===== src/ipr_trap_lock_params.svh =====
// Constants: register offsets, field positions, reset values, cycle and instruction counts
`ifndef IPR_TRAP_LOCK_PARAMS_SVH
`define IPR_TRAP_LOCK_PARAMS_SVH

// ---------------------------------------------------------------
// Register byte offsets
// ---------------------------------------------------------------
`define REG_FETCH_CTL     5'h00
`define REG_DATA_CTL      5'h04
`define REG_STATUS        5'h08
`define REG_EXCEPTION_ADDRESS_LO   5'h0C
`define REG_EXCEPTION_ADDRESS_HI   5'h10
`define REG_EXC_SUMMARY   5'h14
`define REG_MEM_FAULT     5'h18
`define REG_FAULT_FORM    5'h1C

// ---------------------------------------------------------------
// Field positions and reset values
// ---------------------------------------------------------------
`define CTL_WIDE_BIT      0
`define CTL_NARROW_BIT    1
`define CTL_RESET         2'h0
`define NARROW_TOP_BIT    42
`define WIDE_TOP_BIT      47

// ---------------------------------------------------------------
// Cycle and instruction counts
// ---------------------------------------------------------------
`define RMW_MIN_CYCLES    4
`define RMW_MAX_CYCLES    9
`define LOCK_INSNS        4

`endif


===== src/ipr_trap_lock_pkg.sv =====
// Types shared by the scoreboard, replay and trap lock block
package ipr_trap_lock_pkg;

   typedef struct packed {
      logic        read;
      logic        write;
      logic [4:0]  address;
      logic [31:0] writedata;
   } avs_req_t;

   typedef struct packed {
      logic        waitrequest;
      logic [31:0] readdata;
   } avs_rsp_t;

   typedef struct packed {
      logic dtb_double_wide;
      logic jsr_cmp_wide;
      logic vpc_wide;
      logic fetch_acv_wide;
      logic fetch_form_wide;
      logic fetch_form_narrow;
      logic data_form_wide;
      logic data_acv_wide;
      logic data_form_narrow;
   } addr_mode_t;

   typedef enum logic [0:0] {LOCK_OPEN, LOCK_HELD} lock_state_t;

endpackage


===== src/ipr_scoreboard_trap_lock.sv =====
// Scoreboard, replay ordering, trap lock and address-width mode control
//
// Notes on behaviour
// - Read-modify-write issue gap four to nine cycles
// - Replayed memory op issues before newer ones
// - Replayed float store skips dirty check
// - Replay slot cancels next same-slot check
// - Illegal fetch only from privileged jump/return
// - Fetch wide bit selects fetch-side widths
// - Data wide bit selects data-side widths
// - Fetch control value applies after write retires
// - Trap locks exception state for four instructions
// - Delimiting instruction retire unlocks exception state
// - Exception while locked becomes replay trap
// - Data fault registers stay writable, unlocked
`timescale 1ns/1ns
`include "ipr_trap_lock_params.svh"

module ipr_scoreboard_trap_lock #(
   parameter int GROUPS = 8,
   parameter int PC_W   = 64
) (
   // Clock and reset
   input  wire logic                             clk,
   input  wire logic                             rst,
   // Register bus
   input  wire ipr_trap_lock_pkg::avs_req_t      avs_req,
   output      ipr_trap_lock_pkg::avs_rsp_t      avs_rsp_q,
   // Scoreboard
   input  wire logic                             sb_wr_issue,
   input  wire logic [$clog2(GROUPS)-1:0]        sb_wr_group,
   input  wire logic                             sb_wr_retire,
   input  wire logic [$clog2(GROUPS)-1:0]        sb_retire_group,
   output      logic [GROUPS-1:0]                sb_busy_q,
   // Read-modify-write sequencing
   input  wire logic                             rmw_rd_issue,
   input  wire logic                             rmw_wr_ready,
   output      logic                             rmw_wr_issue_q,
   // Replay trap
   input  wire logic                             replay_trap,
   input  wire logic [1:0]                       replay_pc,
   input  wire logic                             refetch_issue,
   input  wire logic                             iq_enq_valid,
   input  wire logic [1:0]                       iq_enq_pc,
   output      logic                             mem_issue_block_q,
   output      logic                             dirty_check_cancel_q,
   // Address width
   input  wire logic                             priv_jsr,
   input  wire logic                             priv_ret_to_priv,
   input  wire logic [PC_W-1:0]                  fetch_target,
   input  wire logic                             data_va_valid,
   input  wire logic [PC_W-1:0]                  data_va,
   input  wire logic                             fetch_ctl_retire,
   output      logic                             fetch_illegal_q,
   output      logic                             data_acv_q,
   output      ipr_trap_lock_pkg::addr_mode_t    addr_mode_q,
   // Exceptions
   input  wire logic                             exc_event,
   input  wire logic [PC_W-1:0]                  exc_pc,
   input  wire logic [31:0]                      exc_summary_in,
   input  wire logic [31:0]                      exc_fetch_form_in,
   input  wire logic                             pal_retire,
   input  wire logic                             pal_taken_branch,
   input  wire logic                             dfault_event,
   input  wire logic [31:0]                      dfault_status,
   input  wire logic [31:0]                      dfault_form,
   output      logic                             exc_trap_q,
   output      logic                             exc_replay_q,
   output      logic                             lock_q
);

   initial begin
      if (GROUPS < 2 || GROUPS > 16) $error("GROUPS out of range");
      if (PC_W != 64) $error("PC_W must be 64");
   end

   // ---------------------------------------------------------------
   // Helpers
   // ---------------------------------------------------------------
   function automatic logic ext_ok(input logic [PC_W-1:0] a, input logic wide);
      logic [PC_W-1:0] n;
      logic [PC_W-1:0] w;
      n = {{(PC_W-`NARROW_TOP_BIT-1){a[`NARROW_TOP_BIT]}}, a[`NARROW_TOP_BIT:0]};
      w = {{(PC_W-`WIDE_TOP_BIT-1){a[`WIDE_TOP_BIT]}}, a[`WIDE_TOP_BIT:0]};
      return wide ? (a == w) : (a == n);
   endfunction

   logic [1:0]                      fetch_ctl_q;
   logic [1:0]                      fetch_stage_q;
   logic [1:0]                      data_ctl_q;
   logic [PC_W-1:0]                 exception_address_q;
   logic [31:0]                     exception_summary_q;
   logic [31:0]                     exc_form_q;
   logic [31:0]                     mem_fault_q;
   logic [31:0]                     fault_form_q;
   logic [3:0]                      rmw_cnt_q;
   logic                            rmw_act_q;
   logic [1:0]                      replay_slot_q;
   logic                            replay_armed_q;
   logic [2:0]                      lock_cnt_q;
   ipr_trap_lock_pkg::lock_state_t  lock_st_q;
   logic                            bus_req;
   logic                            bus_take;

   assign bus_req  = avs_req.read | avs_req.write;
   assign bus_take = bus_req & ~avs_rsp_q.waitrequest;

   // ---------------------------------------------------------------
   // Register bus slave
   // ---------------------------------------------------------------
   always_ff @(posedge clk) begin
      if (rst) begin
         avs_rsp_q <= '{waitrequest: 1'b1, readdata: 32'h0};
      end else begin
         avs_rsp_q.waitrequest <= ~(bus_req & avs_rsp_q.waitrequest);
         if (avs_req.read && avs_rsp_q.waitrequest) begin
            unique case (avs_req.address)
               `REG_FETCH_CTL:   avs_rsp_q.readdata <= {30'h0, fetch_stage_q};
               `REG_DATA_CTL:    avs_rsp_q.readdata <= {30'h0, data_ctl_q};
               `REG_STATUS:      avs_rsp_q.readdata <= {8'h0, replay_armed_q,
                                    lock_q, 4'h0, fetch_ctl_q,
                                    {(16-GROUPS){1'b0}}, sb_busy_q};
               `REG_EXCEPTION_ADDRESS_LO: avs_rsp_q.readdata <= exception_address_q[31:0];
               `REG_EXCEPTION_ADDRESS_HI: avs_rsp_q.readdata <= exception_address_q[63:32];
               `REG_EXC_SUMMARY: avs_rsp_q.readdata <= exception_summary_q;
               `REG_MEM_FAULT:   avs_rsp_q.readdata <= mem_fault_q;
               `REG_FAULT_FORM:  avs_rsp_q.readdata <= exc_form_q;
               default:          avs_rsp_q.readdata <= 32'h0;
            endcase
         end
      end
   end

   // ---------------------------------------------------------------
   // Address-width control
   // ---------------------------------------------------------------
   always_ff @(posedge clk) begin
      if (rst) begin
         fetch_stage_q <= `CTL_RESET;
         fetch_ctl_q   <= `CTL_RESET;
         data_ctl_q    <= `CTL_RESET;
      end else begin
         if (bus_take && avs_req.write && avs_req.address == `REG_FETCH_CTL)
            fetch_stage_q <= avs_req.writedata[1:0];
         if (fetch_ctl_retire)
            fetch_ctl_q <= fetch_stage_q;
         if (bus_take && avs_req.write && avs_req.address == `REG_DATA_CTL)
            data_ctl_q <= avs_req.writedata[1:0];
      end
   end

   always_ff @(posedge clk) begin
      if (rst) begin
         addr_mode_q <= '0;
      end else begin
         addr_mode_q.dtb_double_wide   <= fetch_ctl_q[`CTL_WIDE_BIT];
         addr_mode_q.jsr_cmp_wide      <= fetch_ctl_q[`CTL_WIDE_BIT];
         addr_mode_q.vpc_wide          <= fetch_ctl_q[`CTL_WIDE_BIT];
         addr_mode_q.fetch_acv_wide    <= fetch_ctl_q[`CTL_WIDE_BIT];
         addr_mode_q.fetch_form_wide   <= fetch_ctl_q[`CTL_WIDE_BIT];
         addr_mode_q.fetch_form_narrow <= fetch_ctl_q[`CTL_NARROW_BIT];
         addr_mode_q.data_form_wide    <= data_ctl_q[`CTL_WIDE_BIT];
         addr_mode_q.data_acv_wide     <= data_ctl_q[`CTL_WIDE_BIT];
         addr_mode_q.data_form_narrow  <= data_ctl_q[`CTL_NARROW_BIT];
      end
   end

   // Fetch checks only privileged jumps and returns; data checks every valid address
   always_ff @(posedge clk) begin
      if (rst) begin
         fetch_illegal_q <= 1'b0;
         data_acv_q      <= 1'b0;
      end else begin
         fetch_illegal_q <= (priv_jsr | priv_ret_to_priv) &
                            ~ext_ok(fetch_target, fetch_ctl_q[`CTL_WIDE_BIT]);
         data_acv_q      <= data_va_valid &
                            ~ext_ok(data_va, data_ctl_q[`CTL_WIDE_BIT]);
      end
   end

   // ---------------------------------------------------------------
   // Scoreboard groups
   // ---------------------------------------------------------------
   // Issue sets a group, retire clears it; set wins
   for (genvar g = 0; g < GROUPS; g++) begin : g_sb
      always_ff @(posedge clk) begin
         if (rst)
            sb_busy_q[g] <= 1'b0;
         else if (sb_wr_issue && sb_wr_group == g)
            sb_busy_q[g] <= 1'b1;
         else if (sb_wr_retire && sb_retire_group == g)
            sb_busy_q[g] <= 1'b0;
      end
   end

   // ---------------------------------------------------------------
   // Read-modify-write sequencing
   // ---------------------------------------------------------------
   always_ff @(posedge clk) begin
      if (rst) begin
         rmw_act_q      <= 1'b0;
         rmw_cnt_q      <= 4'h0;
         rmw_wr_issue_q <= 1'b0;
      end else begin
         rmw_wr_issue_q <= 1'b0;
         if (rmw_rd_issue && !rmw_act_q) begin
            rmw_act_q <= 1'b1;
            rmw_cnt_q <= 4'h1;
         end else if (rmw_act_q) begin
            rmw_cnt_q <= rmw_cnt_q + 4'h1;
            if ((rmw_cnt_q >= 4'(`RMW_MIN_CYCLES - 1) && rmw_wr_ready) ||
                rmw_cnt_q == 4'(`RMW_MAX_CYCLES - 1)) begin
               rmw_wr_issue_q <= 1'b1;
               rmw_act_q      <= 1'b0;
            end
         end
      end
   end

   // ---------------------------------------------------------------
   // Replay trap ordering and dirty-check cancel
   // ---------------------------------------------------------------
   always_ff @(posedge clk) begin
      if (rst)
         mem_issue_block_q <= 1'b0;
      else if (replay_trap)
         mem_issue_block_q <= 1'b1;
      else if (refetch_issue)
         mem_issue_block_q <= 1'b0;
   end

   always_ff @(posedge clk) begin
      if (rst) begin
         replay_armed_q       <= 1'b0;
         replay_slot_q        <= 2'h0;
         dirty_check_cancel_q <= 1'b0;
      end else begin
         dirty_check_cancel_q <= 1'b0;
         if (replay_trap) begin
            replay_armed_q <= 1'b1;
            replay_slot_q  <= replay_pc;
         end else if (replay_armed_q && iq_enq_valid && iq_enq_pc == replay_slot_q) begin
            replay_armed_q       <= 1'b0;
            dirty_check_cancel_q <= 1'b1;
         end
      end
   end

   // ---------------------------------------------------------------
   // Exception state lock
   // ---------------------------------------------------------------
   always_ff @(posedge clk) begin
      if (rst) begin
         lock_st_q    <= ipr_trap_lock_pkg::LOCK_OPEN;
         lock_cnt_q   <= 3'h0;
         exc_trap_q   <= 1'b0;
         exc_replay_q <= 1'b0;
      end else begin
         exc_trap_q   <= 1'b0;
         exc_replay_q <= 1'b0;
         unique case (lock_st_q)
            ipr_trap_lock_pkg::LOCK_OPEN: begin
               if (exc_event) begin
                  lock_st_q  <= ipr_trap_lock_pkg::LOCK_HELD;
                  lock_cnt_q <= 3'h0;
                  exc_trap_q <= 1'b1;
               end
            end
            ipr_trap_lock_pkg::LOCK_HELD: begin
               exc_replay_q <= exc_event;
               if (pal_retire)
                  lock_cnt_q <= lock_cnt_q + 3'h1;
               if (pal_retire &&
                   (pal_taken_branch || lock_cnt_q == 3'(`LOCK_INSNS - 1)))
                  lock_st_q <= ipr_trap_lock_pkg::LOCK_OPEN;
            end
         endcase
      end
   end

   always_ff @(posedge clk) begin
      if (rst)
         lock_q <= 1'b0;
      else
         lock_q <= (lock_st_q == ipr_trap_lock_pkg::LOCK_OPEN) ? exc_event :
                   !(pal_retire && (pal_taken_branch ||
                     lock_cnt_q == 3'(`LOCK_INSNS - 1)));
   end

   always_ff @(posedge clk) begin
      if (rst) begin
         exception_address_q <= '0;
         exception_summary_q  <= 32'h0;
         exc_form_q <= 32'h0;
      end else if (exc_event && lock_st_q == ipr_trap_lock_pkg::LOCK_OPEN) begin
         exception_address_q <= exc_pc;
         exception_summary_q  <= exc_summary_in;
         exc_form_q <= exc_fetch_form_in;
      end
   end

   // Data fault state is outside the lock
   always_ff @(posedge clk) begin
      if (rst) begin
         mem_fault_q  <= 32'h0;
         fault_form_q <= 32'h0;
      end else if (dfault_event) begin
         mem_fault_q  <= dfault_status;
         fault_form_q <= dfault_form;
      end
   end
endmodule // ipr_scoreboard_trap_lock


===== config.mk =====
export PLATFORM = sky130hd
export DESIGN_NAME = ipr_scoreboard_trap_lock
export DESIGN_NICKNAME = d
export VERILOG_FILES = /design/src/ipr_trap_lock_pkg.sv /design/src/ipr_scoreboard_trap_lock.sv
export VERILOG_INCLUDE_DIRS = /design/src
export SDC_FILE = /design/constraint.sdc
export NUM_CORES = 1
export LEC_CHECK = 0
export ABC_AREA = 1
export BUFFER_PORTS_ARGS = -buffer_cell sky130_fd_sc_hd__buf_2
export CAP_MARGIN = 20
export CORE_AREA = 8 8 168 170
export CTS_BUF_LIST = sky130_fd_sc_hd__clkbuf_4 sky130_fd_sc_hd__clkbuf_8
export DETAILED_ROUTE_END_ITERATION = 6
export DIE_AREA = 0 0 176 178
export GPL_TIMING_DRIVEN = 0
export PLACE_DENSITY = 0.7
export RECOVER_POWER = 50
export SLEW_MARGIN = 20
export SYNTH_ARGS = -nofsm -noshare
export SYNTH_HDL_FRONTEND = slang
export SYNTH_SLANG_ARGS = --single-unit
export TNS_END_PERCENT = 5

===== constraint.sdc =====
create_clock -name clk -period 1.82 [get_ports clk]
set_input_delay 0.091 -clock clk [delete_from_list [all_inputs] [get_ports clk]]
set_output_delay 0.091 -clock clk [all_outputs]
set_load 0.05 [all_outputs]

## After elaboration in Yosys (flattened, before gate mapping)

Cells that the tools add are included.

- Logic and storage cells: 168
- Output and inout port bits: 58
- Register bits: 231

- Mux-type cells: 37
- Reductions and logical operators: 50
- Magnitude comparators: 1
- Eq/ne operators: 30
- $add $sub $neg: 2
- Bitwise gates (word level): 12

Operators with widths:

| kind | count |
|---|---|
| $pmux W32 S8 | 1 |
| $eq A21 B21 Y1 | 2 |
| $eq A16 B16 Y1 | 2 |
| $mux W1 | 32 |
| $logic_and A1 B1 Y1 | 26 |
| $eq A3 B3 Y1 const B | 8 |
| $reduce_bool A2 Y1 | 11 |
| $eq A5 B5 Y1 const B | 4 |
| $eq A3 B2 Y1 const B | 5 |
| $eq A5 B4 Y1 const B | 2 |
| $reduce_or A2 Y1 | 4 |
| $eq A3 B1 Y1 const B | 2 |
| $logic_not A3 Y1 | 2 |
| $mux W3 | 2 |
| $not A1 Y1 | 6 |
| $pmux W3 S2 | 1 |
| $eq A5 B3 Y1 const B | 1 |
| $logic_not A5 Y1 | 1 |
| $add A4 B1 Y4 const B | 1 |
| $and A1 B1 Y1 | 4 |
| $eq A4 B4 Y1 const B | 1 |
| $ge A4 B2 Y1 const B | 1 |
| $ne A2 B2 Y1 const B | 2 |
| $add A3 B1 Y3 const B | 1 |
| 7 further kinds | 10 |

## Depth between registers and ports, before layout

Gate-level depths: netlist of run 1.

- Depth after elaboration: 6
- Gate-level depth with buffers: 11
- Depth with buffers taken out: 10

## Least setup slack after synthesis of run 1

Ideal clock, no wire load.

- Path kind: flip-flop to flip-flop
- Start point: register lock_st_q
- End point: register lock_st_q
- Clock period less this slack: 1.724 ns
- Path buffers: 2
- Cell stages (with the launch flop): 6
- Path slack: 0.096 ns
- Arrival time: 1.592 ns
- Library setup time: 0.132 ns
- Cells stage by stage: dfxtp_1 > nor2_1 > inv_1 > clkbuf_1 > clkbuf_1 > a21oi_1

- Cells in the longest elaborated chain, start to end: 2

RTL lines:

| item | RTL line | source |
|---|---|---|
| start: declaration | ipr_scoreboard_trap_lock.sv:101 | `ipr_trap_lock_pkg::lock_state_t lock_st_q;` |
| start signal: assignment | ipr_scoreboard_trap_lock.sv:254 | `lock_st_q <= ipr_trap_lock_pkg::LOCK_OPEN;` |
| start signal: assignment | ipr_scoreboard_trap_lock.sv:264 | `lock_st_q <= ipr_trap_lock_pkg::LOCK_HELD;` |
| start signal: assignment | ipr_scoreboard_trap_lock.sv:275 | `lock_st_q <= ipr_trap_lock_pkg::LOCK_OPEN;` |
| $not A1 Y1 | -- |  |
| $pmux W1 S2 (*) | ipr_scoreboard_trap_lock.sv:261 | `unique case (lock_st_q)` |

Mark *: on every way between the ends. The rest lies on a longest branch, timed or not.
A chain may end at the register's enable or synchronous reset.

## Final worst setup path of run 1

- Start point: register lock_st_q
- End point: register exception_address_q[49]

- Cells in the longest elaborated chain, start to end: 2

RTL lines:

| item | RTL line | source |
|---|---|---|
| $not A1 Y1 | -- |  |
| $logic_and A1 B1 Y1 | ipr_scoreboard_trap_lock.sv:295 | `end else if (exc_event && lock_st_q == ipr_trap_lock_pkg::LOCK_OPEN) begin` |
| end signal: assignment | ipr_scoreboard_trap_lock.sv:296 | `exception_address_q <= exc_pc;` |
| end: declaration | ipr_scoreboard_trap_lock.sv:91 | `logic [PC_W-1:0] exception_address_q;` |

Every way passes these cells.

==> results.yml, run 1 <==
synth:
  yosys_warnings: 0
  async_flop_share: 0
  synth_edf_count: 0
  syn_nets: 1887
  synth_top_cell_by_area: "dfxtp_1"
  syn_avg_cell_area_sq_um: 6.86
  netlist_instances: 1497
  ys_top_cells_by_area: "dfxtp_1, nor2_1, nand2_1"
  ys_seq_area_frac: 0.448
  synth.top_cell.area_share: 0.448
  ys_ff_latch: 230
  syn-cell-area_sq_um: 10300
  ys_types: 33
  yosys_most_used_dff: "dfxtp_1"
cts:
  clock_sinks: 230
  cts_buffers: 39
  clk_latency_ns: 0.55
  post_cts.repair.setup_buffers: 0
  cts_buffer_depth: 3
  cts_tree: "built"
  htree_levels: 2
  clk_pin_slew_ns: 0.06
  clockRootBuffer: "clkbuf_8"
placed_design:
  gp_congestion: 0.967
  dpl_cell_area_sq_um: 12200
  io_buffers: 296
  dp_hpwl_um: 35400
timing:
  hold_viol: 0
  setup_tns_ns: -0.399
  tightest_slew_ns: 0.745
  slew_viol_final: 0
  finalSetupViolCount: 11
  maxSlewHeadroom: 0.500
  min_period_ns: 1.88
  fin_worst_skew_ns: 0.0202
  fin_crit_sh: 1.03
  fin_ws_ns: -0.0625
  fmax_mhz: 531
  rsz0062_at_grt: "true"
worst_setup_path:
  worst_ep_arrival_time_ns: 2.35
  worst_setup_path_start_kind: "register"
  reg2reg_slack_ns: -0.06
  crit_fanout: 10
  r2r_cells: 6
  end_kind: "register"
  criticalPathCategory: "reg2reg"
  rr_endpoint: "exception_address_q[49]$_SDFFE_PP0P_"
  reg2reg_from: "lock_st_q$_SDFF_PP0_"
  crit_required_ns: 2.29
outcome:
  violations: "setup timing"
  outcome: "finished with violations"
power_and_ir_drop:
  combinationalPowerShare: 0.151
  intPower_uw: 9220
  powerDensity_nw_per_um2: 851
  clockPowerShare: 0.411
  swShare: 0.279
  ir_drop_v: 0.000609
  netSwitchingPower_uw: 3560
  p_seq_frac: 0.438
  leakage_uw: 0.00688
die:
  start_util: 0.401
  core-area_sq_um: 25600
  die_h_um: 178
  fp-row-count: 59
  die_x_um: 176
  pin_count: 444
  dieArea_sq_um: 31300
routing:
  drc_errors: 0
  viasPerCell: 5.29
  drt_first_pass_iters: 7
  finalWirelength_um: 48000
  wl_met3_um: 5130
  drt-met1-wl_um: 19100
  post_drt_wl_per_cell_um: 20.0
  dr.first_iter.drc_count: 1046
  ant_nets: 0
  top_layer: "met5"
  vias: 12694
  wl_met2_um: 21800
hold_path:
  hp-start: "fetch_target[42]"
  hp-class: "in2reg"
  min_to: "fetch_illegal_q$_SDFF_PP0_"
  whs_path_depth: 5
cells_and_area:
  layout_common_cells: "nor2_1, buf_2, nand2_1"
  final_common_cell: "nor2_1"
  syn_to_final_growth_pct: 46.4
  drive_gt1_frac: 0.173
  final_area_sq_um: 15000
  final_nets: 2426
job:
  cap_violations: 0
grt:
  grt_max_degree: 11
  grt_pass1_vias: 12709
  grt_overflow: 0
  antenna_found_initial: 2
  grt_usage: 0.296
  grt_pass1_wl_um: 71800
[worst max-delay path by stage]
stage                              from                                    to  depth (start not counted)
2_1_floorplan      lock_st_q$_SDFF_PP0_                  lock_st_q$_SDFF_PP0_                          5
3_3_place_gp       lock_st_q$_SDFF_PP0_                  lock_st_q$_SDFF_PP0_                          5
3_5_place_dp       lock_st_q$_SDFF_PP0_                  lock_st_q$_SDFF_PP0_                          5
4_1_cts            lock_st_q$_SDFF_PP0_  exception_address_q[42]$_SDFFE_PP0P_                          6
5_1_grt        avs_rsp_q[32]$_SDFF_PP1_             avs_rsp_q[8]$_SDFFE_PP0P_                          5
6_report           lock_st_q$_SDFF_PP0_  exception_address_q[49]$_SDFFE_PP0P_                          6
[flip-flops by register name, indices dropped and copies added, names as in the netlist, 2 cells and up]
name / flops
addr_mode_q: 4
exception_address_q: 64
exception_summary_q: 32
lock_cnt_q: 3
rmw_cnt_q: 4
data_ctl_q: 2
sb_busy_q: 8
exc_form_q: 32
fetch_ctl_q: 2
avs_rsp_q: 33
mem_fault_q: 32
replay_slot_q: 2
fetch_stage_q: 2
[per-layer routing]
layer,track usage,up-vias
li1,-,6034
met1,0.353,5809
met2,0.492,730
met3,0.0807,119
met4,0.130,2
met5,0,-
[power groups by stage]
| stage | sequential, uW | combinational (uW) | clock [uW] |
|---|---|---|---|
| final | 5600 | 1930 | 5250 |
| after global routing | 5620 | 2090 | 5550 |
| after CTS | 5580 | 1870 | 5300 |
| after detailed placement | 5690 | 1530 | 0 |
| after global placement | 5680 | 1520 | 0 |
| after floorplan | 5680 | 772 | 0 |
[synth_stat cells, drive strengths merged, types with 2 or more instances]
library cell and number:
dfxtp 230, nand4 126, clkinv 2, nor2 395
nand3 38, and3 2, o21ai 194, nand2 245
a21oi 57, o31ai 2, ha 4, buf 39
nor3 20, inv 69, clkbuf 69
[critical path, cell delays in order, from the launching register on]
cell and delay (ns):
dfxtp_1 0.52, nor2_4 0.12, inv_1 0.15, buf_2 0.32
clkbuf_1 0.47, nor2_1 0.10, nor2_1 0.13
[metrics by stage]
step	util	hold WS (ns)	cells	setup slack (ns)	total power [uW]
after floorplan	-	0.170	1497	0.0957	6450
after global placement	0.475	0.288	2128	-0.430	7200
after detailed placement	0.475	0.308	2128	-0.432	7220
after CTS	0.589	0.0152	2397	0.00150	12800
after global routing	0.586	0.00930	2398	-0.139	13300
final	0.587	0.0118	2400	-0.0625	12800
[kinds of logic (layout without fill, tap and decap cells)]
family | after synthesis | in the layout | share of synthesized area
compound gates | 256 | 256 | 0.127
xor+xnor | 1 | 1 | 0.000853
fa+ha+maj | 4 | 4 | 0.00487
buf+inv | 179 | 744 | 0.0709
flops | 230 | 230 | 0.448
other cells | 0 | 3 | 0
simple gates | 827 | 827 | 0.348
[area by class of cell]
type	count	area, sq um
Fill cell	2420	10600
Multi-Input combinational cell	1088	4940
Sequential cell	230	4600
Timing Repair Buffer	498	3440
Clock buffer	58	754
Buffer	108	470
Tap cell	335	419
Inverter	71	267
Clock inverter	9	126
Antenna cell	3	7.51
[repair_timing]
action                                 CTS  global route
hold buffers                           202             0
setup endpoints to repair              112            67
endpoints found under the hold margin  194             0
cloned                                   0             0
gates resized for setup                  9            11
No activity file was read; power rests on OpenSTA's default activity.
==> run 2, diff against run 1 <==
PLACE_DENSITY = 0.66   (was 0.7)
==> run 2 against run 1 <==
  * The run now ends clean
  * Sequential share of layout area down 0.27 points
  * Largest cell class unchanged
  * Clock skew grew 0.014 ns
  * Sequential power about the same
  * First-iteration DRC count up 5.4%
==> results.yml, run 2 (synthesis gave the netlist of run 1 again) <==
grt:
  antenna_found_initial: 1
  grt_pass1_vias: 12474
  grt_usage: 0.297
  grt_max_degree: 11
  grt_pass1_wl_um: 72200
  grt_overflow: 0
routing:
  drc_errors: 0
  ant_nets: 0
  drt_first_pass_iters: 5
  vias: 12748
  dr.first_iter.drc_count: 1102
  post_drt_wl_per_cell_um: 19.9
  finalWirelength_um: 48100
  viasPerCell: 5.28
die:
  pin_count: 444
  fp-row-count: 59
  dieArea_sq_um: 31300
  core-area_sq_um: 25600
  die_x_um: 176
  start_util: 0.401
  die_h_um: 178
worst_setup_path:
  worst_ep_arrival_time_ns: 2.14
  crit_slowest_cell: "dlygate4sd3_1"
  crit_fanout: 1
  crit_buf_inv: 4
  criticalPathCategory: "in2reg"
  crit_chain: "dlygate4sd3_1, buf_2, nor2_1, dlygate4sd3_1, nor2_1, nand2_1, nor2_1, dlygate4sd3_1"
  cp_slowest_stage_delay_ns: 0.58
  end_kind: "register"
  crit_required_ns: 2.23
  worst_setup_path_start_kind: "input port"
  cpLargestDelayFamily: "buffers and inverters"
cts:
  cts_buffers: 40
  clock_sinks: 230
  htree_levels: 2
  clk_latency_ns: 0.56
  cts_tree: "built"
  cts_buffer_depth: 3
  clockRootBuffer: "clkbuf_8"
  post_cts.repair.setup_buffers: 0
  clk_pin_slew_ns: 0.06
power_and_ir_drop:
  swShare: 0.282
  netSwitchingPower_uw: 3590
  finalPower_uw: 12700
  intPower_uw: 9150
  p_seq_frac: 0.439
  combinationalPowerShare: 0.153
  clockPowerShare: 0.408
  powerDensity_nw_per_um2: 840
  leakage_uw: 0.00704
  ir_drop_v: 0.000674
timing:
  fin_worst_skew_ns: 0.0345
  setup_tns_ns: 0
  finalSetupViolCount: 0
  slew_viol_final: 0
  tightest_slew_ns: 0.813
  rsz0062_at_grt: "true"
  fin_ws_ns: 0.0995
  fmax_mhz: 581
  maxSlewHeadroom: 0.458
  whs_ns: 0.0638
  min_period_ns: 1.72
  fin_crit_sh: 0.945
  hold_viol: 0
cells_and_area:
  final_nets: 2438
  drive_gt1_frac: 0.184
  largest_reg_flops: 64
  top_register: "exception_address_q"
  largest_registers: "exception_address_q: 64 flops, avs_rsp_q: 33 flops"
  final_area_sq_um: 15200
  fillerInstances: 2406
  layout_common_cells: "nor2_1, buf_2, nand2_1"
  syn_to_final_growth_pct: 47.8
  final_common_cell: "nor2_1"
hold_path:
  hp-class: "in2reg"
placed_design:
  dp_hpwl_um: 35300
  post-place-ws_ns: -0.386
  io_buffers: 296
  gp_congestion: 0.988
  dpl_cell_area_sq_um: 12200
job:
  cap_violations: 0
outcome:
  outcome: "completed"
==> run 2: per-layer routing <==
layer / up-vias / wire length, um / global-route usage
li1: 6065 / - / -
met1: 5899 / 20000 / 0.374
met2: 676 / 21800 / 0.489
met3: 108 / 4470 / 0.0663
met4: 0 / 1760 / 0.114
met5: - / 0 / 0
==> run 2: cell type report <==
type	instances	area, sq um	share of cell area
Multi-Input combinational cell	1088	4940	0.326
Timing Repair Buffer	509	3570	0.235
Clock buffer	66	821	0.0541
Sequential cell	230	4610	0.304
Clock inverter	6	58.8	0.00388
Inverter	71	267	0.0176
Antenna cell	3	7.51	0.000495
Buffer	108	479	0.0316
Tap cell	335	419	0.0276
==> run 2: stage by stage <==
step | instances | utilization
CTS | 2413 | 0.593
finish | 2416 | 0.592
global placement | 2128 | 0.475
detailed placement | 2128 | 0.475
global route | 2414 | 0.592
floorplan | 1497 | -
==> run 2: power groups by stage <==
stage	logic, uW	registers [uW]	clock network, uW
finish	1950	5590	5200
global placement	1520	5680	0
global route	2120	5620	5480
CTS	1900	5580	5230
detailed placement	1540	5680	0
floorplan	772	5680	0
==> run 2: worst paths after layout <==
path,startpoint,to,slack [ns],depth (start not counted)
max,priv_jsr,fetch_illegal_q$_SDFF_PP0_,0.1,8
min,data_va[54],data_acv_q$_SDFF_PP0_,0.06,7
max reg2reg,lock_st_q$_SDFF_PP0_,exception_address_q[5]$_SDFFE_PP0P_,0.13,5
min reg2reg,lock_cnt_q[2]$_SDFFE_PP0P_,lock_cnt_q[2]$_SDFFE_PP0P_,0.46,2
==> run 2: what timing repair did <==
item,CTS,global route
endpoints found under the hold margin,193,0
setup endpoints to repair,114,61
hold buffers,213,0
gates resized for setup,12,17
pin swaps,0,0
==> run 2: worst register-to-register path: cells and delay by family (launching register included) <==
family / cells / cell delay [ns]
AOI/OAI and AO/OA: 1 / 0.16
buffers and inverters: 2 / 0.75
DFF: 1 / 0.37
and+or+nand+nor: 2 / 0.31
==> run 3, diff against run 2 <==
ABC_AREA = not set   (was 1)
CORE_AREA = 8 8 167 169   (was 8 8 168 170)
DIE_AREA = 0 0 175 177   (was 0 0 176 178)
PLACE_DENSITY = 0.64   (was 0.66)
==> run 3 against run 2 <==
  * Core utilization down 3.6 points
  * Design area is 6.6% lower
  * Worst setup slack got worse by 0.033 ns
  * Clock skew decreased by 0.016 ns
  * Worst hold slack worse by 0.053 ns
  * Maximum frequency down 1.9%
  * Sequential power decreased by 3%
  * First-iteration DRC count shrank 37%
  * Non-clock buffer count shrank 41
  * Final cell count is 18% lower
  * Count of clock-buffer cells in the layout decreased by 4
  * Critical endpoint is now avs_rsp_q[12]$_SDFFE_PP0P_
  * Largest power group unchanged
==> results.yml, run 3 <==
routing:
  post_drt_wl_per_cell_um: 19.9
  drt_first_pass_iters: 5
  vias: 10237
  ant_nets: 0
  dr.first_iter.drc_count: 690
  viasPerCell: 5.16
  drc_errors: 0
  finalWirelength_um: 39300
die:
  core-area_sq_um: 25500
  dieArea_sq_um: 31000
  die_x_um: 175
  fp-row-count: 59
  start_util: 0.377
  pin_count: 444
  die_h_um: 177
cells_and_area:
  multi_input_area_sq_um: 4570
  largest_reg_flops: 64
  syn_to_final_growth_pct: 47.7
  fin_cells: 1982
  largest_registers: "exception_address_q: 64 flops, avs_rsp_q: 33 flops"
  top_register: "exception_address_q"
  fillerInstances: 2363
  layout_common_cells: "nand2_1, buf_2, dfxtp_1"
  final_nets: 2015
  register_area_sq_um: 4610
  final_common_cell: "nand2_1"
  final_area_sq_um: 14200
  drive_gt1_frac: 0.231
synth:
  synth_top_cell_by_area: "dfxtp_1"
  ys_ff_latch: 230
  async_flop_share: 0
  syn-cell-area_sq_um: 9600
  ys_top_cells_by_area: "dfxtp_1, nand2_1, a21oi_1"
  ys_seq_area_frac: 0.480
  synth_commonest_cells: "nand2_1, dfxtp_1, a21oi_1, nor2_1, mux2i_1"
  yosysMostFrequentCell: "nand2_1"
  synth.top_cell.area_share: 0.480
  ys_types: 55
  netlist_instances: 1097
  synth_edf_count: 0
  yosys_warnings: 0
  syn_avg_cell_area_sq_um: 8.75
  syn_nets: 1487
  yosys_most_used_dff: "dfxtp_1"
cts:
  cts_buffer_depth: 3
  clk_pin_slew_ns: 0.06
  clk_latency_ns: 0.53
  clock_sinks: 230
  post_cts.repair.setup_buffers: 0
  cts_tree: "built"
  clockRootBuffer: "clkbuf_8"
  htree_levels: 2
  cts_buffers: 40
hold_path:
  whs_path_depth: 3
  hp-class: "in2reg"
worst_setup_path:
  cp_slowest_stage_delay_ns: 0.42
  crit_chain: "nand2_2, or3_1, buf_2, nor2_4, buf_6, a22o_1"
  worst_setup_path_start_kind: "register"
  worst-path-stages: 6
  r2r_cells: 6
  crit_fanout: 10
  crit_slowest_cell: "dfxtp_2"
  end_kind: "register"
  cpLargestDelayFamily: "simple AND/OR/NAND/NOR gates"
  criticalPathCategory: "reg2reg"
  crit_required_ns: 2.29
  worst_ep_arrival_time_ns: 2.22
  crit_buf_inv: 2
power_and_ir_drop:
  leakage_uw: 0.00585
  powerDensity_nw_per_um2: 833
  ir_drop_v: 0.000612
timing:
  tightest_slew_ns: 0.853
  slew_viol_final: 0
  whs_ns: 0.0105
  min_period_ns: 1.75
  fin_worst_skew_ns: 0.0183
  finalSetupViolCount: 0
  hold_viol: 0
  fmax_mhz: 570
  maxSlewHeadroom: 0.431
  rsz0062_at_grt: "true"
  fin_crit_sh: 0.963
job:
  cap_violations: 0
placed_design:
  gp_congestion: 0.856
  dp_hpwl_um: 28500
  dpl_cell_area_sq_um: 11500
  dp.cells: 1726
  io_buffers: 294
grt:
  grt_pass1_wl_um: 59300
  grt_usage: 0.246
  antenna_found_initial: 2
  grt_max_degree: 11
  grt_overflow: 0
  grt_pass1_vias: 10403
outcome:
  outcome: "completed"
==> run 3: changes by cell type after synthesis, sizes merged, moves of 16 or more <==
cell / delta
inv: -63
nand3: -28
a22o: +16
o21ai: -185
nor2: -321
a21oi: +87
mux2i: +57
a221oi: +36
nand4: -115
mux2: +16
nand2: +35
==> run 3: what timing repair did <==
item / CTS / global route
hold buffers: 192 / 0
setup endpoints to repair: 125 / 82
hold endpoints to repair: 192 / 0
resized for setup: 18 / 27
==> run 3: final cells by class <==
type                    instances  share of cell area
plain buffers                  90              0.0324
diodes                          1            0.000177
repair buffers                486               0.234
inverters                       6             0.00159
flip-flops and latches        230               0.325
multi-input cells             771               0.322
well taps                     335              0.0296
clock buffers                  62              0.0545
clock inverters                 1            0.000353
==> run 3: logic make-up after synthesis <==
group                    synth area share
buffers and inverters              0.0459
flip-flops                          0.480
XOR/XNOR                          0.00274
multiplexers                       0.0876
AND/OR/NAND/NOR                     0.192
adder cells (fa/ha/maj)           0.00521
AO/OA/AOI/OAI                       0.187
==> run 3: report_power, final <==
| part | internal [uW] | switching (uW) | total, uW |
|---|---|---|---|
| Combinational | 772 | 907 | 1680 |
| Clock | 2660 | 2060 | 4710 |
| Sequential | 5280 | 134 | 5410 |
==> run 3: path summary, 6_finish.rpt <==
path	slack, ns	start	end
worst min register to register	0.45	exception_address_q[35]$_SDFFE_PP0P_	exception_address_q[35]$_SDFFE_PP0P_
worst max-delay path	0.07	avs_rsp_q[32]$_SDFF_PP1_	avs_rsp_q[12]$_SDFFE_PP0P_
worst max register to register	0.07	avs_rsp_q[32]$_SDFF_PP1_	avs_rsp_q[12]$_SDFFE_PP0P_
worst min-delay path	0.01	dfault_event	mem_fault_q[0]$_SDFFE_PP0P_
==> run 3: worst register-to-register path, cell delays in order (launching register included) <==
cell and delay (ns):
dfxtp_2 0.42, nand2_2 0.15, or3_1 0.32, buf_2 0.21
nor2_4 0.24, buf_6 0.20, a22o_1 0.14
==> run 3: routing by layer <==
layer / track usage / vias to the layer above / share of wire
li1: - / 4940 / -
met4: 0.102 / 2 / 0.036
met3: 0.0589 / 92 / 0.079
met1: 0.309 / 4775 / 0.42
met5: 0 / - / 0.00033
met2: 0.398 / 428 / 0.46
==> run 3: metrics by stage <==
| step | setup WS (ns) | TNS, ns | util | power, uW |
|---|---|---|---|---|
| after floorplan | 0.0525 | 0 | - | 6190 |
| after global placement | -0.355 | -26.06 | 0.451 | 6810 |
| after detailed placement | -0.451 | -33.19 | 0.451 | 6840 |
| after CTS | -0.000794 | -0.000794 | 0.558 | 11800 |
| after global routing | -0.0196 | -0.0353 | 0.557 | 12300 |
| final | 0.0665 | 0 | 0.557 | 11800 |
